**src/sci_defines.vh**
```
/*
 * Register map, field positions, reset values and timing counts of the
 * asynchronous serial transceiver. Assumes a 250 MHz system clock.
 */
`ifndef SCI_DEFINES_VH
`define SCI_DEFINES_VH

// system clock and fastest line rate
`define SCI_CLK_HZ 250000000
`define SCI_BAUD_MAX 500000
// least divisor period in clocks for one sixteenth of a bit, rounded up
`define SCI_MIN_DIV ((`SCI_CLK_HZ + 16 * `SCI_BAUD_MAX - 1) / (16 * `SCI_BAUD_MAX))
`define SCI_DIV_FLOOR 16'h001F
`define SCI_DIV_RST 16'h001F

// register byte offsets
`define SCI_A_STATUS 8'h00
`define SCI_A_DATA 8'h04
`define SCI_A_CTRL1 8'h08
`define SCI_A_CTRL2 8'h0C
`define SCI_A_TXDIV 8'h10
`define SCI_A_RXDIV 8'h14

// register select codes
`define SCI_S_STATUS 3'h0
`define SCI_S_DATA 3'h1
`define SCI_S_CTRL1 3'h2
`define SCI_S_CTRL2 3'h3
`define SCI_S_TXDIV 3'h4
`define SCI_S_RXDIV 3'h5
`define SCI_S_NONE 3'h7

// status bits
`define SCI_B_TX_BUF_EMPTY_FLAG 7
`define SCI_B_TC 6
`define SCI_B_RX_BUF_FULL_FLAG 5
`define SCI_B_OVR 3
`define SCI_B_NF 2
`define SCI_B_FE 1
// control 1 bits
`define SCI_B_WORD9 0
`define SCI_B_T9 1
`define SCI_B_R9 2
// control 2 bits
`define SCI_B_SBK 0
`define SCI_B_RXEN 1
`define SCI_B_TXEN 2
`define SCI_B_RIE 4
`define SCI_B_TX_COMPLETE_IRQ_EN 6
`define SCI_B_TIE 7

// frame lengths in bit times, start and stop included
`define SCI_LEN8 4'hA
`define SCI_LEN9 4'hB
`define SCI_SUB_LAST 4'hF

// bus answers
`define SCI_RESP_OK 2'h0
`define SCI_RESP_ERR 2'h2

`endif

```
**src/sci_rx.v**
```verilog
/*
 * Receive shifter: start search, sixteen-fold oversampling, majority vote.
 * Assumes a one-cycle tick at sixteen times the bit rate, input synchronous.
 */
`timescale 1ns/10ps
`include "sci_defines.vh"

module sci_rx (
	input wire mclk_i,
	input wire rst_i,
	input wire en_i,
	input wire tick_i,
	input wire word9_i,
	input wire rx_i,
	output reg done_o,
	output reg [8:0] data_o,
	output reg fe_o,
	output reg nf_o
);

reg act;
reg [3:0] sub;
reg [3:0] bitn;
reg s7;
reg s8;
reg [8:0] sh;
reg noisy;
wire vote = (s7 & s8) | (s7 & rx_i) | (s8 & rx_i);
wire differ = (s7 != s8) || (s8 != rx_i);
wire [3:0] last = word9_i ? `SCI_LEN9 - 4'h1 : `SCI_LEN8 - 4'h1;

// start search, centre sampling and framing
always @(posedge mclk_i or posedge rst_i) begin
	if (rst_i) begin
		act <= 1'b0;
		sub <= 4'h0;
		bitn <= 4'h0;
		s7 <= 1'b1;
		s8 <= 1'b1;
		sh <= 9'h000;
		noisy <= 1'b0;
		done_o <= 1'b0;
		data_o <= 9'h000;
		fe_o <= 1'b0;
		nf_o <= 1'b0;
	end else begin
		done_o <= 1'b0;
		if (!en_i) begin
			act <= 1'b0;
		end else if (tick_i) begin
			if (!act) begin
				if (!rx_i) begin
					act <= 1'b1;
					sub <= 4'h1;
					bitn <= 4'h0;
					noisy <= 1'b0;
				end
			end else begin
				sub <= sub + 4'h1;
				if (sub == 4'h7)
					s7 <= rx_i;
				if (sub == 4'h8)
					s8 <= rx_i;
				if (sub == 4'h9) begin
					if (differ)
						noisy <= 1'b1;
					if (bitn == 4'h0 && vote) begin
						act <= 1'b0;
					end else if (bitn == last) begin
						act <= 1'b0;
						done_o <= 1'b1;
						data_o <= word9_i ? sh : {1'b0, sh[8:1]};
						fe_o <= !vote;
						nf_o <= noisy || differ;
					end else if (bitn != 4'h0) begin
						sh <= {vote, sh[8:1]};
					end
				end
				if (sub == `SCI_SUB_LAST)
					bitn <= bitn + 4'h1;
			end
		end
	end
end

endmodule // sci_rx

```
**src/sci_top.v**
```verilog
/*
 * Full-duplex asynchronous serial transceiver with an AXI4-Lite register
 * slave. Assumes synchronous serial input and one 250 MHz clock.
 */
// Our own choices: the placing of the registers and register access over AXI4-Lite.
// Summary of operation
// - enabled transmitter with nothing to send holds the line high.
// - disabled transmitter releases the pin to the port.
// - start bit is driven low, stop bit high.
// - idle character is 10 or 11 bit times of high level.
// - break is a run of low bits then one high bit.
// - breaks repeat while send break is set, then one high bit follows.
// - ninth transmitted bit comes from the transmit ninth bit control.
// - data written during a frame waits in the holding buffer.
// - data written while idle starts at once and sets buffer empty.
// - buffer empty clears on status access then data write.
// - buffer empty with its enable and unmasked CPU raises interrupt.
// - after the stop bit, complete flag sets and may interrupt.
// - complete flag clears by the same access sequence.
// - enabling the transmitter first sends an idle preamble.
// - re-enabling mid-frame sends a preamble after the current word.
// - received ninth bit goes to the receive ninth bit status.
// - receive enable starts the search for a start bit.
// - finished character moves to holding buffer, sets full, may interrupt.
// - framing, noise and overrun flags set when detected.
// - receiver oversamples the input to reject noise.
// - transmit and receive rates are set apart, up to 500K baud.
// - full flag clears on status access then data read.
// - character during full sets overrun and keeps the buffer.
// - missing stop bit or break sets framing error, data still moves.
`timescale 1ns/10ps
`include "sci_defines.vh"

module sci_top (
	input wire mclk_i,
	input wire rst_i,
	input wire [7:0] s_axi_awaddr_i,
	input wire s_axi_awvalid_i,
	output reg s_axi_awready_o,
	input wire [31:0] s_axi_wdata_i,
	input wire [3:0] s_axi_wstrb_i,
	input wire s_axi_wvalid_i,
	output reg s_axi_wready_o,
	output reg [1:0] s_axi_bresp_o,
	output reg s_axi_bvalid_o,
	input wire s_axi_bready_i,
	input wire [7:0] s_axi_araddr_i,
	input wire s_axi_arvalid_i,
	output reg s_axi_arready_o,
	output reg [31:0] s_axi_rdata_o,
	output reg [1:0] s_axi_rresp_o,
	output reg s_axi_rvalid_o,
	input wire s_axi_rready_i,
	input wire serial_rx_in_i,
	input wire [1:0] cpu_cond_reg_mask_i,
	output wire tx_o,
	output wire tx_oe_o,
	output reg irq_o
);

// register select from a byte address
function [2:0] sci_sel;
	input [7:0] addr;
	begin
		case (addr)
			`SCI_A_STATUS: sci_sel = `SCI_S_STATUS;
			`SCI_A_DATA: sci_sel = `SCI_S_DATA;
			`SCI_A_CTRL1: sci_sel = `SCI_S_CTRL1;
			`SCI_A_CTRL2: sci_sel = `SCI_S_CTRL2;
			`SCI_A_TXDIV: sci_sel = `SCI_S_TXDIV;
			`SCI_A_RXDIV: sci_sel = `SCI_S_RXDIV;
			default: sci_sel = `SCI_S_NONE;
		endcase
	end
endfunction

// divisor written by software, kept at or above the fastest legal rate
function [15:0] sci_clamp;
	input [15:0] v;
	begin
		if (v < `SCI_DIV_FLOOR)
			sci_clamp = `SCI_DIV_FLOOR;
		else
			sci_clamp = v;
	end
endfunction

// bus slave state
reg aw_held;
reg w_held;
reg [7:0] aw_addr;
reg [31:0] w_data;
reg [3:0] w_strb;

// control registers
reg word9;
reg tx_ninth_bit;
reg send_break;
reg tx_enable;
reg rx_enable;
reg rx_full_irq_en;
reg tx_complete_irq_en;
reg tx_empty_irq_en;
reg [15:0] tx_div;
reg [15:0] rx_div;

// baud ticks
reg [15:0] tx_cnt;
reg [15:0] rx_cnt;
reg tx_tick;
reg rx_tick;

// transmit side state
reg tx_hold_valid;
reg [7:0] tx_holding_buf;
reg tx_buf_empty_flag;
reg tx_complete_flag;
reg tx_armed;

// receive side state
reg [8:0] rx_holding_buf;
reg rx_buf_full_flag;
reg overrun_flag;
reg noise_flag;
reg frame_err_flag;
reg rx_armed;

wire tx_take;
wire tx_done;
wire rx_done;
wire [8:0] rx_data;
wire rx_fe;
wire rx_nf;

// decoded bus events
wire wr_go = aw_held && w_held && !s_axi_bvalid_o;
wire [2:0] wsel = sci_sel(aw_addr);
wire rd_go = s_axi_arvalid_i && s_axi_arready_o;
wire [2:0] rsel = sci_sel(s_axi_araddr_i);
wire wr_lo = wr_go && w_strb[0];
wire wr_hi = wr_go && w_strb[1];
wire stat_acc = (rd_go && rsel == `SCI_S_STATUS) || (wr_go && wsel == `SCI_S_STATUS);
wire wr_dat = wr_lo && wsel == `SCI_S_DATA;
wire rd_dat = rd_go && rsel == `SCI_S_DATA;
wire tx_clr = wr_dat && tx_armed;
wire rx_clr = rd_dat && rx_armed;

// status word as software reads it
wire [7:0] status_val = {tx_buf_empty_flag, tx_complete_flag, rx_buf_full_flag, 1'b0,
	overrun_flag, noise_flag, frame_err_flag, 1'b0};
wire [7:0] ctrl1_val = {5'h00, rx_holding_buf[8], tx_ninth_bit, word9};
wire [7:0] ctrl2_val = {tx_empty_irq_en, tx_complete_irq_en, 1'b0, rx_full_irq_en, 1'b0,
	tx_enable, rx_enable, send_break};

// write address and data channels, taken in either order
always @(posedge mclk_i or posedge rst_i) begin
	if (rst_i) begin
		aw_held <= 1'b0;
		w_held <= 1'b0;
		aw_addr <= 8'h00;
		w_data <= 32'h00000000;
		w_strb <= 4'h0;
		s_axi_awready_o <= 1'b1;
		s_axi_wready_o <= 1'b1;
		s_axi_bvalid_o <= 1'b0;
		s_axi_bresp_o <= `SCI_RESP_OK;
	end else begin
		if (s_axi_awvalid_i && s_axi_awready_o) begin
			aw_held <= 1'b1;
			aw_addr <= s_axi_awaddr_i;
			s_axi_awready_o <= 1'b0;
		end
		if (s_axi_wvalid_i && s_axi_wready_o) begin
			w_held <= 1'b1;
			w_data <= s_axi_wdata_i;
			w_strb <= s_axi_wstrb_i;
			s_axi_wready_o <= 1'b0;
		end
		if (wr_go) begin
			aw_held <= 1'b0;
			w_held <= 1'b0;
			s_axi_bvalid_o <= 1'b1;
			s_axi_bresp_o <= (wsel == `SCI_S_NONE) ? `SCI_RESP_ERR : `SCI_RESP_OK;
		end
		if (s_axi_bvalid_o && s_axi_bready_i) begin
			s_axi_bvalid_o <= 1'b0;
			s_axi_awready_o <= 1'b1;
			s_axi_wready_o <= 1'b1;
		end
	end
end

// read channel, answered one cycle after the address is taken
always @(posedge mclk_i or posedge rst_i) begin
	if (rst_i) begin
		s_axi_arready_o <= 1'b1;
		s_axi_rvalid_o <= 1'b0;
		s_axi_rdata_o <= 32'h00000000;
		s_axi_rresp_o <= `SCI_RESP_OK;
	end else begin
		if (rd_go) begin
			s_axi_arready_o <= 1'b0;
			s_axi_rvalid_o <= 1'b1;
			s_axi_rresp_o <= `SCI_RESP_OK;
			case (rsel)
				`SCI_S_STATUS: s_axi_rdata_o <= {24'h000000, status_val};
				`SCI_S_DATA: s_axi_rdata_o <= {24'h000000, rx_holding_buf[7:0]};
				`SCI_S_CTRL1: s_axi_rdata_o <= {24'h000000, ctrl1_val};
				`SCI_S_CTRL2: s_axi_rdata_o <= {24'h000000, ctrl2_val};
				`SCI_S_TXDIV: s_axi_rdata_o <= {16'h0000, tx_div};
				`SCI_S_RXDIV: s_axi_rdata_o <= {16'h0000, rx_div};
				default: begin
					s_axi_rdata_o <= 32'h00000000;
					s_axi_rresp_o <= `SCI_RESP_ERR;
				end
			endcase
		end else if (s_axi_rvalid_o && s_axi_rready_i) begin
			s_axi_rvalid_o <= 1'b0;
			s_axi_arready_o <= 1'b1;
		end
	end
end

// control register writes
always @(posedge mclk_i or posedge rst_i) begin
	if (rst_i) begin
		word9 <= 1'b0;
		tx_ninth_bit <= 1'b0;
		send_break <= 1'b0;
		tx_enable <= 1'b0;
		rx_enable <= 1'b0;
		rx_full_irq_en <= 1'b0;
		tx_complete_irq_en <= 1'b0;
		tx_empty_irq_en <= 1'b0;
		tx_div <= `SCI_DIV_RST;
		rx_div <= `SCI_DIV_RST;
	end else begin
		if (wr_lo && wsel == `SCI_S_CTRL1) begin
			word9 <= w_data[`SCI_B_WORD9];
			tx_ninth_bit <= w_data[`SCI_B_T9];
		end
		if (wr_lo && wsel == `SCI_S_CTRL2) begin
			send_break <= w_data[`SCI_B_SBK];
			rx_enable <= w_data[`SCI_B_RXEN];
			tx_enable <= w_data[`SCI_B_TXEN];
			rx_full_irq_en <= w_data[`SCI_B_RIE];
			tx_complete_irq_en <= w_data[`SCI_B_TX_COMPLETE_IRQ_EN];
			tx_empty_irq_en <= w_data[`SCI_B_TIE];
		end
		// both bytes of a divisor are written together
		if (wr_lo && wr_hi && wsel == `SCI_S_TXDIV)
			tx_div <= sci_clamp(w_data[15:0]);
		if (wr_lo && wr_hi && wsel == `SCI_S_RXDIV)
			rx_div <= sci_clamp(w_data[15:0]);
	end
end

// separate sixteen-times bit rate tick generators
always @(posedge mclk_i or posedge rst_i) begin
	if (rst_i) begin
		tx_cnt <= 16'h0000;
		rx_cnt <= 16'h0000;
		tx_tick <= 1'b0;
		rx_tick <= 1'b0;
	end else begin
		tx_tick <= 1'b0;
		rx_tick <= 1'b0;
		if (tx_cnt >= tx_div) begin
			tx_cnt <= 16'h0000;
			tx_tick <= 1'b1;
		end else begin
			tx_cnt <= tx_cnt + 16'h0001;
		end
		if (!rx_enable || rx_cnt >= rx_div) begin
			rx_cnt <= 16'h0000;
			rx_tick <= rx_enable;
		end else begin
			rx_cnt <= rx_cnt + 16'h0001;
		end
	end
end

// transmit holding buffer and its flags
always @(posedge mclk_i or posedge rst_i) begin
	if (rst_i) begin
		tx_hold_valid <= 1'b0;
		tx_holding_buf <= 8'h00;
		tx_buf_empty_flag <= 1'b1;
		tx_complete_flag <= 1'b1;
		tx_armed <= 1'b0;
	end else begin
		if (wr_dat) begin
			tx_holding_buf <= w_data[7:0];
			tx_hold_valid <= 1'b1;
		end else if (tx_take || !tx_enable) begin
			tx_hold_valid <= 1'b0;
		end
		if (tx_take)
			tx_buf_empty_flag <= 1'b1;
		else if (tx_clr)
			tx_buf_empty_flag <= 1'b0;
		if (tx_done)
			tx_complete_flag <= 1'b1;
		else if (tx_clr)
			tx_complete_flag <= 1'b0;
		if (stat_acc)
			tx_armed <= 1'b1;
		else if (wr_dat)
			tx_armed <= 1'b0;
	end
end

// receive holding buffer and its flags
always @(posedge mclk_i or posedge rst_i) begin
	if (rst_i) begin
		rx_holding_buf <= 9'h000;
		rx_buf_full_flag <= 1'b0;
		overrun_flag <= 1'b0;
		noise_flag <= 1'b0;
		frame_err_flag <= 1'b0;
		rx_armed <= 1'b0;
	end else begin
		if (rx_done && rx_buf_full_flag) begin
			overrun_flag <= 1'b1;
		end else if (rx_done) begin
			rx_holding_buf <= rx_data;
			rx_buf_full_flag <= 1'b1;
			noise_flag <= rx_nf;
			frame_err_flag <= rx_fe;
		end else if (rx_clr) begin
			rx_buf_full_flag <= 1'b0;
			overrun_flag <= 1'b0;
			noise_flag <= 1'b0;
			frame_err_flag <= 1'b0;
		end
		if (stat_acc)
			rx_armed <= 1'b1;
		else if (rd_dat)
			rx_armed <= 1'b0;
	end
end

// interrupt request, gated by the CPU mask bits
always @(posedge mclk_i or posedge rst_i) begin
	if (rst_i) begin
		irq_o <= 1'b0;
	end else begin
		irq_o <= (cpu_cond_reg_mask_i == 2'b00) &&
			((tx_buf_empty_flag && tx_empty_irq_en) ||
			(tx_complete_flag && tx_complete_irq_en) ||
			((rx_buf_full_flag || overrun_flag) && rx_full_irq_en));
	end
end

sci_tx u_tx (
	.mclk_i(mclk_i),
	.rst_i(rst_i),
	.en_i(tx_enable),
	.tick_i(tx_tick),
	.word9_i(word9),
	.brk_i(send_break),
	.load_i(tx_hold_valid),
	.data_i({tx_ninth_bit & word9, tx_holding_buf}),
	.take_o(tx_take),
	.done_o(tx_done),
	.tx_o(tx_o),
	.tx_oe_o(tx_oe_o)
);

sci_rx u_rx (
	.mclk_i(mclk_i),
	.rst_i(rst_i),
	.en_i(rx_enable),
	.tick_i(rx_tick),
	.word9_i(word9),
	.rx_i(serial_rx_in_i),
	.done_o(rx_done),
	.data_o(rx_data),
	.fe_o(rx_fe),
	.nf_o(rx_nf)
);

endmodule // sci_top

```
**src/sci_tx.v**
```verilog
/*
 * Transmit shifter: idle preamble, break and data frames, LSB first.
 * Assumes a one-cycle tick at sixteen times the bit rate.
 */
`timescale 1ns/10ps
`include "sci_defines.vh"

module sci_tx (
	input wire mclk_i,
	input wire rst_i,
	input wire en_i,
	input wire tick_i,
	input wire word9_i,
	input wire brk_i,
	input wire load_i,
	input wire [8:0] data_i,
	output reg take_o,
	output reg done_o,
	output reg tx_o,
	output reg tx_oe_o
);

reg [11:0] sh;
reg [3:0] cnt;
reg [3:0] sub;
reg en_d;
reg pre;
reg brk_tail;
reg is_char;
// a loaded frame waits for the next tick before the line follows it, so every bit is whole
reg lead;
wire rise = en_i && !en_d;
wire [3:0] nbits = word9_i ? `SCI_LEN9 : `SCI_LEN8;
// stop bit and filler ones above the data, start bit at bit 0
wire [11:0] frame = word9_i ? {2'b11, data_i, 1'b0} : {3'b111, data_i[7:0], 1'b0};

// frame sequencing, one bit every sixteen ticks
always @(posedge mclk_i or posedge rst_i) begin
	if (rst_i) begin
		sh <= 12'hFFF;
		cnt <= 4'h0;
		sub <= 4'h0;
		en_d <= 1'b0;
		pre <= 1'b0;
		brk_tail <= 1'b0;
		is_char <= 1'b0;
		lead <= 1'b0;
		take_o <= 1'b0;
		done_o <= 1'b0;
		tx_o <= 1'b1;
		tx_oe_o <= 1'b0;
	end else begin
		take_o <= 1'b0;
		done_o <= 1'b0;
		en_d <= en_i;
		if (cnt == 4'h0) begin
			sub <= 4'h0;
			is_char <= 1'b0;
			lead <= 1'b1;
			// a fresh enable sends its preamble before any break or data
			if ((pre || rise) && en_i) begin
				sh <= 12'hFFF;
				cnt <= nbits;
				pre <= 1'b0;
			end else if (brk_i && en_i) begin
				sh <= 12'h000;
				cnt <= nbits;
				brk_tail <= 1'b1;
			end else if (brk_tail) begin
				sh <= 12'hFFF;
				cnt <= 4'h1;
				brk_tail <= 1'b0;
			end else if (load_i && en_i) begin
				sh <= frame;
				cnt <= nbits;
				take_o <= 1'b1;
				is_char <= 1'b1;
			end else begin
				tx_o <= 1'b1;
			end
		end else if (tick_i) begin
			if (lead) begin
				lead <= 1'b0;
				tx_o <= sh[0];
			end else begin
				sub <= sub + 4'h1;
				if (sub == `SCI_SUB_LAST) begin
					sh <= {1'b1, sh[11:1]};
					tx_o <= sh[1];
					cnt <= cnt - 4'h1;
					done_o <= is_char && (cnt == 4'h1);
				end
			end
		end
		// a rising enable seen mid-frame queues a preamble behind it
		if (rise && cnt != 4'h0)
			pre <= 1'b1;
		// the pin stays driven through a frame or break tail in flight
		tx_oe_o <= en_i || (cnt != 4'h0) || brk_tail;
	end
end

endmodule // sci_tx
```
**config.mk**
```make
export PLATFORM = sky130hd
export DESIGN_NAME = sci_top
export DESIGN_NICKNAME = d
export VERILOG_FILES = /design/src/sci_rx.v /design/src/sci_top.v /design/src/sci_tx.v
export VERILOG_INCLUDE_DIRS = /design/src
export SDC_FILE = /design/constraint.sdc
export NUM_CORES = 1
export LEC_CHECK = 0
export BUFFER_PORTS_ARGS = -buffer_cell sky130_fd_sc_hd__buf_4
export CAP_MARGIN = 0
export CORE_UTILIZATION = 30
export CTS_BUF_LIST = sky130_fd_sc_hd__clkbuf_8
export CTS_CLUSTER_SIZE = 12
export DETAILED_ROUTE_END_ITERATION = 8
export HOLD_SLACK_MARGIN = 0.05
export PLACE_DENSITY_LB_ADDON = 0.12
export SYNTH_ARGS = -nofsm -noshare
export SYNTH_HDL_FRONTEND = slang
export SYNTH_SLANG_ARGS = --single-unit
export TNS_END_PERCENT = 20
```
**constraint.sdc**
```tcl
create_clock -name mclk_i -period 12.7 [get_ports mclk_i]
set_input_delay 1.905 -clock mclk_i [delete_from_list [all_inputs] [get_ports mclk_i]]
set_output_delay 1.905 -clock mclk_i [all_outputs]
set_load 0.005 [all_outputs]
```
# After elaboration in Yosys (flattened, before gate mapping)
# Index checks and enable logic that the tools add are counted.
# totals
input_bits,62
ff_bits,232
out_inout_bits,44
# op_classes
n_bitwise,10
addsub,6
n_mux,107
magnitude_cmp,3
n_reduce_logical,91
n_eq_ne,42
# ops
cell,count
2-to-1 mux 12 bit,8
one-hot mux 16 bit (6 select lines),1
2-to-1 mux 1 bit,72
2-to-1 mux 4 bit,16
2-to-1 mux 16 bit,3
one-hot mux 3 bit (6 select lines),2
nonzero test 2 bit,17
"adder 16 x 1 -> 16 bit, second input constant",2
"== test 8 x 4 -> 1 bit, second input constant",4
"== test 8 x 5 -> 1 bit, second input constant",4
greater-or-equal comparator 16 bit,2
logical AND 1 bit,32
"!= test 2 bit, second input constant",9
"== test 4 bit, second input constant",4
"== test 8 x 3 -> 1 bit, second input constant",2
logical NOT 8 bit,2
"less-than comparator 16 x 5 -> 1 bit, second input constant",1
AND reduction 4 bit,4
"== test 3 bit, second input constant",5
"adder 4 x 1 -> 4 bit, second input constant",3
"== test 3 x 2 -> 1 bit, second input constant",4
AND reduction 2 bit,6
AND reduction 6 bit,2
logical OR 1 bit,11
other kinds (24),43

# Depth between registers and ports, before layout
# logic_depth
ltp_word,9
mapped_depth,11

# By module
# A second synthesis with hierarchy kept.
# unflattened
cells_unflattened,1017
hier_area_um2,10770.3
# modules_own_cells
module,area_each_um2,cells_per_inst,seq_area_each_um2,instances
sci_top,7489.7,719,3822.4,1
sci_rx,1765.4,153,828.3,1
sci_tx,1515.2,145,742.0,1

# Worst setup path after synthesis
# OpenSTA, ideal clock, no wires.
# synth_timing
kind,input to register
from,input s_axi_araddr_i[1]
to,register s_axi_rdata_o[10]
stages,11
t_arrival_ps,4279
required_time_ps,12617
path_buffers,1
setup_ps,83
slack_ps,8338
cell_sequence,or3_1 > nor2_1 > and2_1 > inv_1 > ha_1 > nor2b_1 > clkbuf_1 > nand2b_1 > nor3_1 > a22oi_1 > o21ai_0
# synth_between
elab_chain_len,4
# synth_lines
element,line_no,text
from (decl),sci_top.v:47,"input wire [7:0] s_axi_araddr_i,"
"== test 8 x 5 -> 1 bit, or another cell as far along",sci_top.v:65,case (addr)
one-hot mux 3 bit (6 select lines) (*),sci_top.v:65,
"== test 3 bit, or another cell as far along",sci_top.v:205,case (rsel)
one-hot mux 16 bit (6 select lines) (*),sci_top.v:205,
to (signal assigned),sci_top.v:206,"`SCI_S_STATUS: s_axi_rdata_o <= {24'h000000, status_val};"
to (signal assigned),sci_top.v:207,"`SCI_S_DATA: s_axi_rdata_o <= {24'h000000, rx_holding_buf[7:0]};"
to (signal assigned),sci_top.v:208,"`SCI_S_CTRL1: s_axi_rdata_o <= {24'h000000, ctrl1_val};"
to (decl),sci_top.v:50,"output reg [31:0] s_axi_rdata_o,"
# Every way passes the cells marked *; elsewhere a longest branch is shown, timed or not.
# A chain may end at the register's enable or synchronous reset.

# Worst setup path in the final report
# layout_timing
from,input s_axi_araddr_i[1]
to,register s_axi_rdata_o[12]
# Same word-level chain as after synthesis.

==> results.json <==
{
  "worstHoldPathCells": 1,
  "setup_viol": 0,
  "grt_pass1_wl_um": 42000,
  "slowest_delay_ns": 0.86,
  "tritoncts": "done",
  "gr-total-overflow": 0,
  "drive_gt1_frac": 0.231,
  "synth_top_area_cell": "dfrtp_1",
  "synth_ff_type": "dfrtp_1",
  "worstHoldStart": "u_tx.done_o",
  "p_comb_frac": 0.164,
  "ff2ff_path_depth": 6,
  "stdcell_area_um2": 12500,
  "cp_slowest_cell": "nor3_1",
  "crit_top_cell": "nor3_1",
  "ys_types": 60,
  "switching_share": 0.297,
  "initial_core_util": 0.306,
  "p_int_w": 0.00141,
  "die_h_um": 190,
  "finalClockSkew_ns": 0.0134,
  "ctsHoldBuffers": 0,
  "maxCapViolCount": 0,
  "hold_end": "tx_complete_flag",
  "rsz0062_at_grt": "no",
  "status": "complete, no violations",
  "ys_seq_area_frac": 0.507,
  "tightest_slew_ns": 1.08,
  "seq_power_share": 0.452,
  "antenna_found_initial": 1,
  "synth_area_per_cell_um2": 10.5,
  "worstPathArrival_ns": 5.42,
  "wl_per_cell_um": 16.3,
  "synth-seq-cells": 214,
  "place_inst": 1519,
  "end_kind": "flip-flop",
  "synthTopCellsByArea": "dfrtp_1, dfstp_2, mux2_2",
  "grt_max_degree": 77,
  "area_growth_pct": 17.9,
  "cp-start-kind": "input pin",
  "r2r-end": "u_tx.cnt[1]",
  "die_area_um2": 36200,
  "root_buffer": "clkbuf_8",
  "clock_sinks": 214,
  "route.detailed.drc": 0,
  "cts_buffer_depth": 3,
  "path_class": "in2reg",
  "placed_cell_area_um2": 11600,
  "total_power_w": 0.00201,
  "syn-cell-area_um2": 10600,
  "place.gp.congestion": 0.765,
  "ctsResizeCount": 0,
  "ant_nets": 0,
  "r2r_start": "u_tx.cnt[0]",
  "wirelength_um": 26000,
  "insertedDiodeCount": 0,
  "fin_crit_sh": 0.389,
  "syn_inst": 1017,
  "vdd_drop_max_v": 0.0000869,
  "num_rows": 68,
  "yosysTopAreaCellShare": 0.433,
  "synth_edf_count": 0,
  "clkPwrFrac": 0.384,
  "nets": 1217,
  "grt_use_total": 0.148,
  "via_per_inst": 4.71,
  "cp.required_ns": 13.17,
  "vias": 7516,
  "hold_class": "reg2reg",
  "clk_latency_ns": 0.56,
  "cts_setup_buffers": 0,
  "grt_pass1_vias": 7628,
  "power_density_nw_per_um2": 160,
  "async_reset_ff_frac": 1.00,
  "cp_max_fo": 9,
  "crit_chain": "buf_4, or3_1, nor3_1, nand2_1, ha_1, nor2b_1, nand2b_1, nor3_1, a22oi_1, o21ai_0",
  "hold_ws_ns": 0.453,
  "die_w_um": 190,
  "worst_slew_margin_rel": 0.276,
  "dp_hpwl_um": 18000,
  "rrSetupSlack_ns": 9.88,
  "drt_pass1_iterations": 4,
  "portBuffers": 69,
  "p_leak_nw": 5.70,
  "hold_viol": 0,
  "fmax_mhz": 202,
  "clk_pin_slew_ns": 0.06,
  "fin_cells": 1596,
  "io_pins": 106,
  "yosysWarnings": 0,
  "net-switching-power_w": 0.000596,
  "core_um2": 34700,
  "drtIter0Drc": 322,
  "fin_tns_setup_ns": 0,
  "drv_slew": 0,
  "min_period_ns": 4.95,
  "fill_cells": 3548,
  "ctsHtreeMaxLevel": 2,
  "numCtsBuffers": 43
}
-- kinds of logic (layout without fill, tap and decap cells) --
logic type,Yosys count,count (layout),share of synthesized area
AOI/OAI and AO/OA,194,194,0.113
buffers and inverters,112,219,0.0490
and+or+nand+nor,320,320,0.141
muxes,95,95,0.107
DFF,214,214,0.507
xor gates and xnor gates,35,35,0.0288
other,1,18,0.000353
adders and majority gates,46,46,0.0541
-- state kept, by name, indices dropped and copies added, names as in the netlist, 4 cells and up --
register        cells
rx_cnt             16
rx_div             16
s_axi_rdata_o      16
tx_cnt             16
tx_div             16
w_data             16
u_tx.sh            12
rx_holding_buf      9
u_rx.data_o         9
u_rx.sh             9
aw_addr             8
tx_holding_buf      8
u_rx.bitn           4
u_rx.sub            4
u_tx.cnt            4
u_tx.sub            4
-- final cells by class --
class,count,area [µm²],area share
Tap cell,455,569,0.0454
Clock buffer,56,771,0.0615
Timing Repair Buffer,79,593,0.0473
Sequential cell,214,5390,0.430
Inverter,63,244,0.0195
Multi-Input combinational cell,708,4790,0.382
Clock inverter,21,174,0.0139
-- power groups by stage --
stage	Clock (W)	Combinational (W)	Sequential, W
floorplan	0	0.000249	0.000870
global placement	0	0.000329	0.000920
detailed placement	0	0.000335	0.000920
CTS	0.000801	0.000336	0.000911
global route	0.000833	0.000375	0.000923
finish	0.000770	0.000329	0.000908
-- cell usage after synthesis, types with 3 or more instances --
master     instances
nor4_1            11
nor2_1            61
o21ai_0           89
mux2_4            24
dfrtp_1          184
mux2i_1           16
xnor2_1           10
nor3_1            17
mux2_2            55
o211ai_1           3
a31oi_1            3
xor2_1            25
nand4_1           16
a21boi_0           5
inv_1             63
nand2_1          135
nor2b_1           13
nor3b_1            3
buf_6              4
a21oi_1           24
a32oi_1            6
a211oi_1           5
clkbuf_1          24
dfstp_2           30
or3_1              7
o21a_1             3
nand2b_1          10
a22o_1             5
a2111oi_0          4
a21o_1            10
o22ai_1            7
and3_1             7
a22oi_1           16
buf_4             18
ha_1              46
nand3_1           24
-- layout by cell type, fill, tap and decap left out, types with 17 or more instances in the layout --
cell / instances
nor3_1: 17
clkbuf_8: 56
nand2_1: 135
dfrtp_1: 184
mux2_2: 55
ha_1: 46
nor2_1: 61
mux2_4: 24
a21oi_1: 24
xor2_1: 25
o21ai_0: 89
nand3_1: 24
conb_1: 18
inv_1: 73
dfstp_2: 30
buf_4: 79
-- metal layers --
| metal | wire length [µm] | up-vias | track usage | share of wire |
|---|---|---|---|---|
| li1 | - | 3718 | - | - |
| met1 | 12300 | 3627 | 0.198 | 0.47 |
| met2 | 12000 | 124 | 0.237 | 0.46 |
| met3 | 1160 | 45 | 0.0335 | 0.045 |
| met4 | 526 | 2 | 0.0449 | 0.020 |
| met5 | 13 | - | 0 | 0.00050 |
-- metrics by stage --
stage               utilization  setup WS (ns)
floorplan                     -           4.99
global placement          0.334           7.27
detailed placement        0.334           7.27
CTS                       0.361           7.88
global route              0.361           7.53
finish                    0.361           7.75
-- how the worst max path moves through the flow --
stage | start | end | slack (ns) | depth (start not counted)
floorplan | rst_i | aw_addr[0] | 4.99 | 1
CTS | s_axi_araddr_i[1] | s_axi_rdata_o[12] | 7.88 | 10
global placement | s_axi_araddr_i[1] | s_axi_rdata_o[12] | 7.27 | 10
detailed placement | s_axi_araddr_i[1] | s_axi_rdata_o[12] | 7.27 | 10
global route | s_axi_araddr_i[1] | s_axi_rdata_o[11] | 7.53 | 10
finish | s_axi_araddr_i[1] | s_axi_rdata_o[12] | 7.75 | 10
-- critical path, delay by kind of cell --
| family | cells | cell delay (ns) |
|---|---|---|
| simple gates | 6 | 2.73 |
| compound gates | 2 | 0.34 |
| fa+ha+maj | 1 | 0.34 |
| buf+inv | 1 | 0.11 |
No activity file was read; power rests on OpenSTA's default activity.
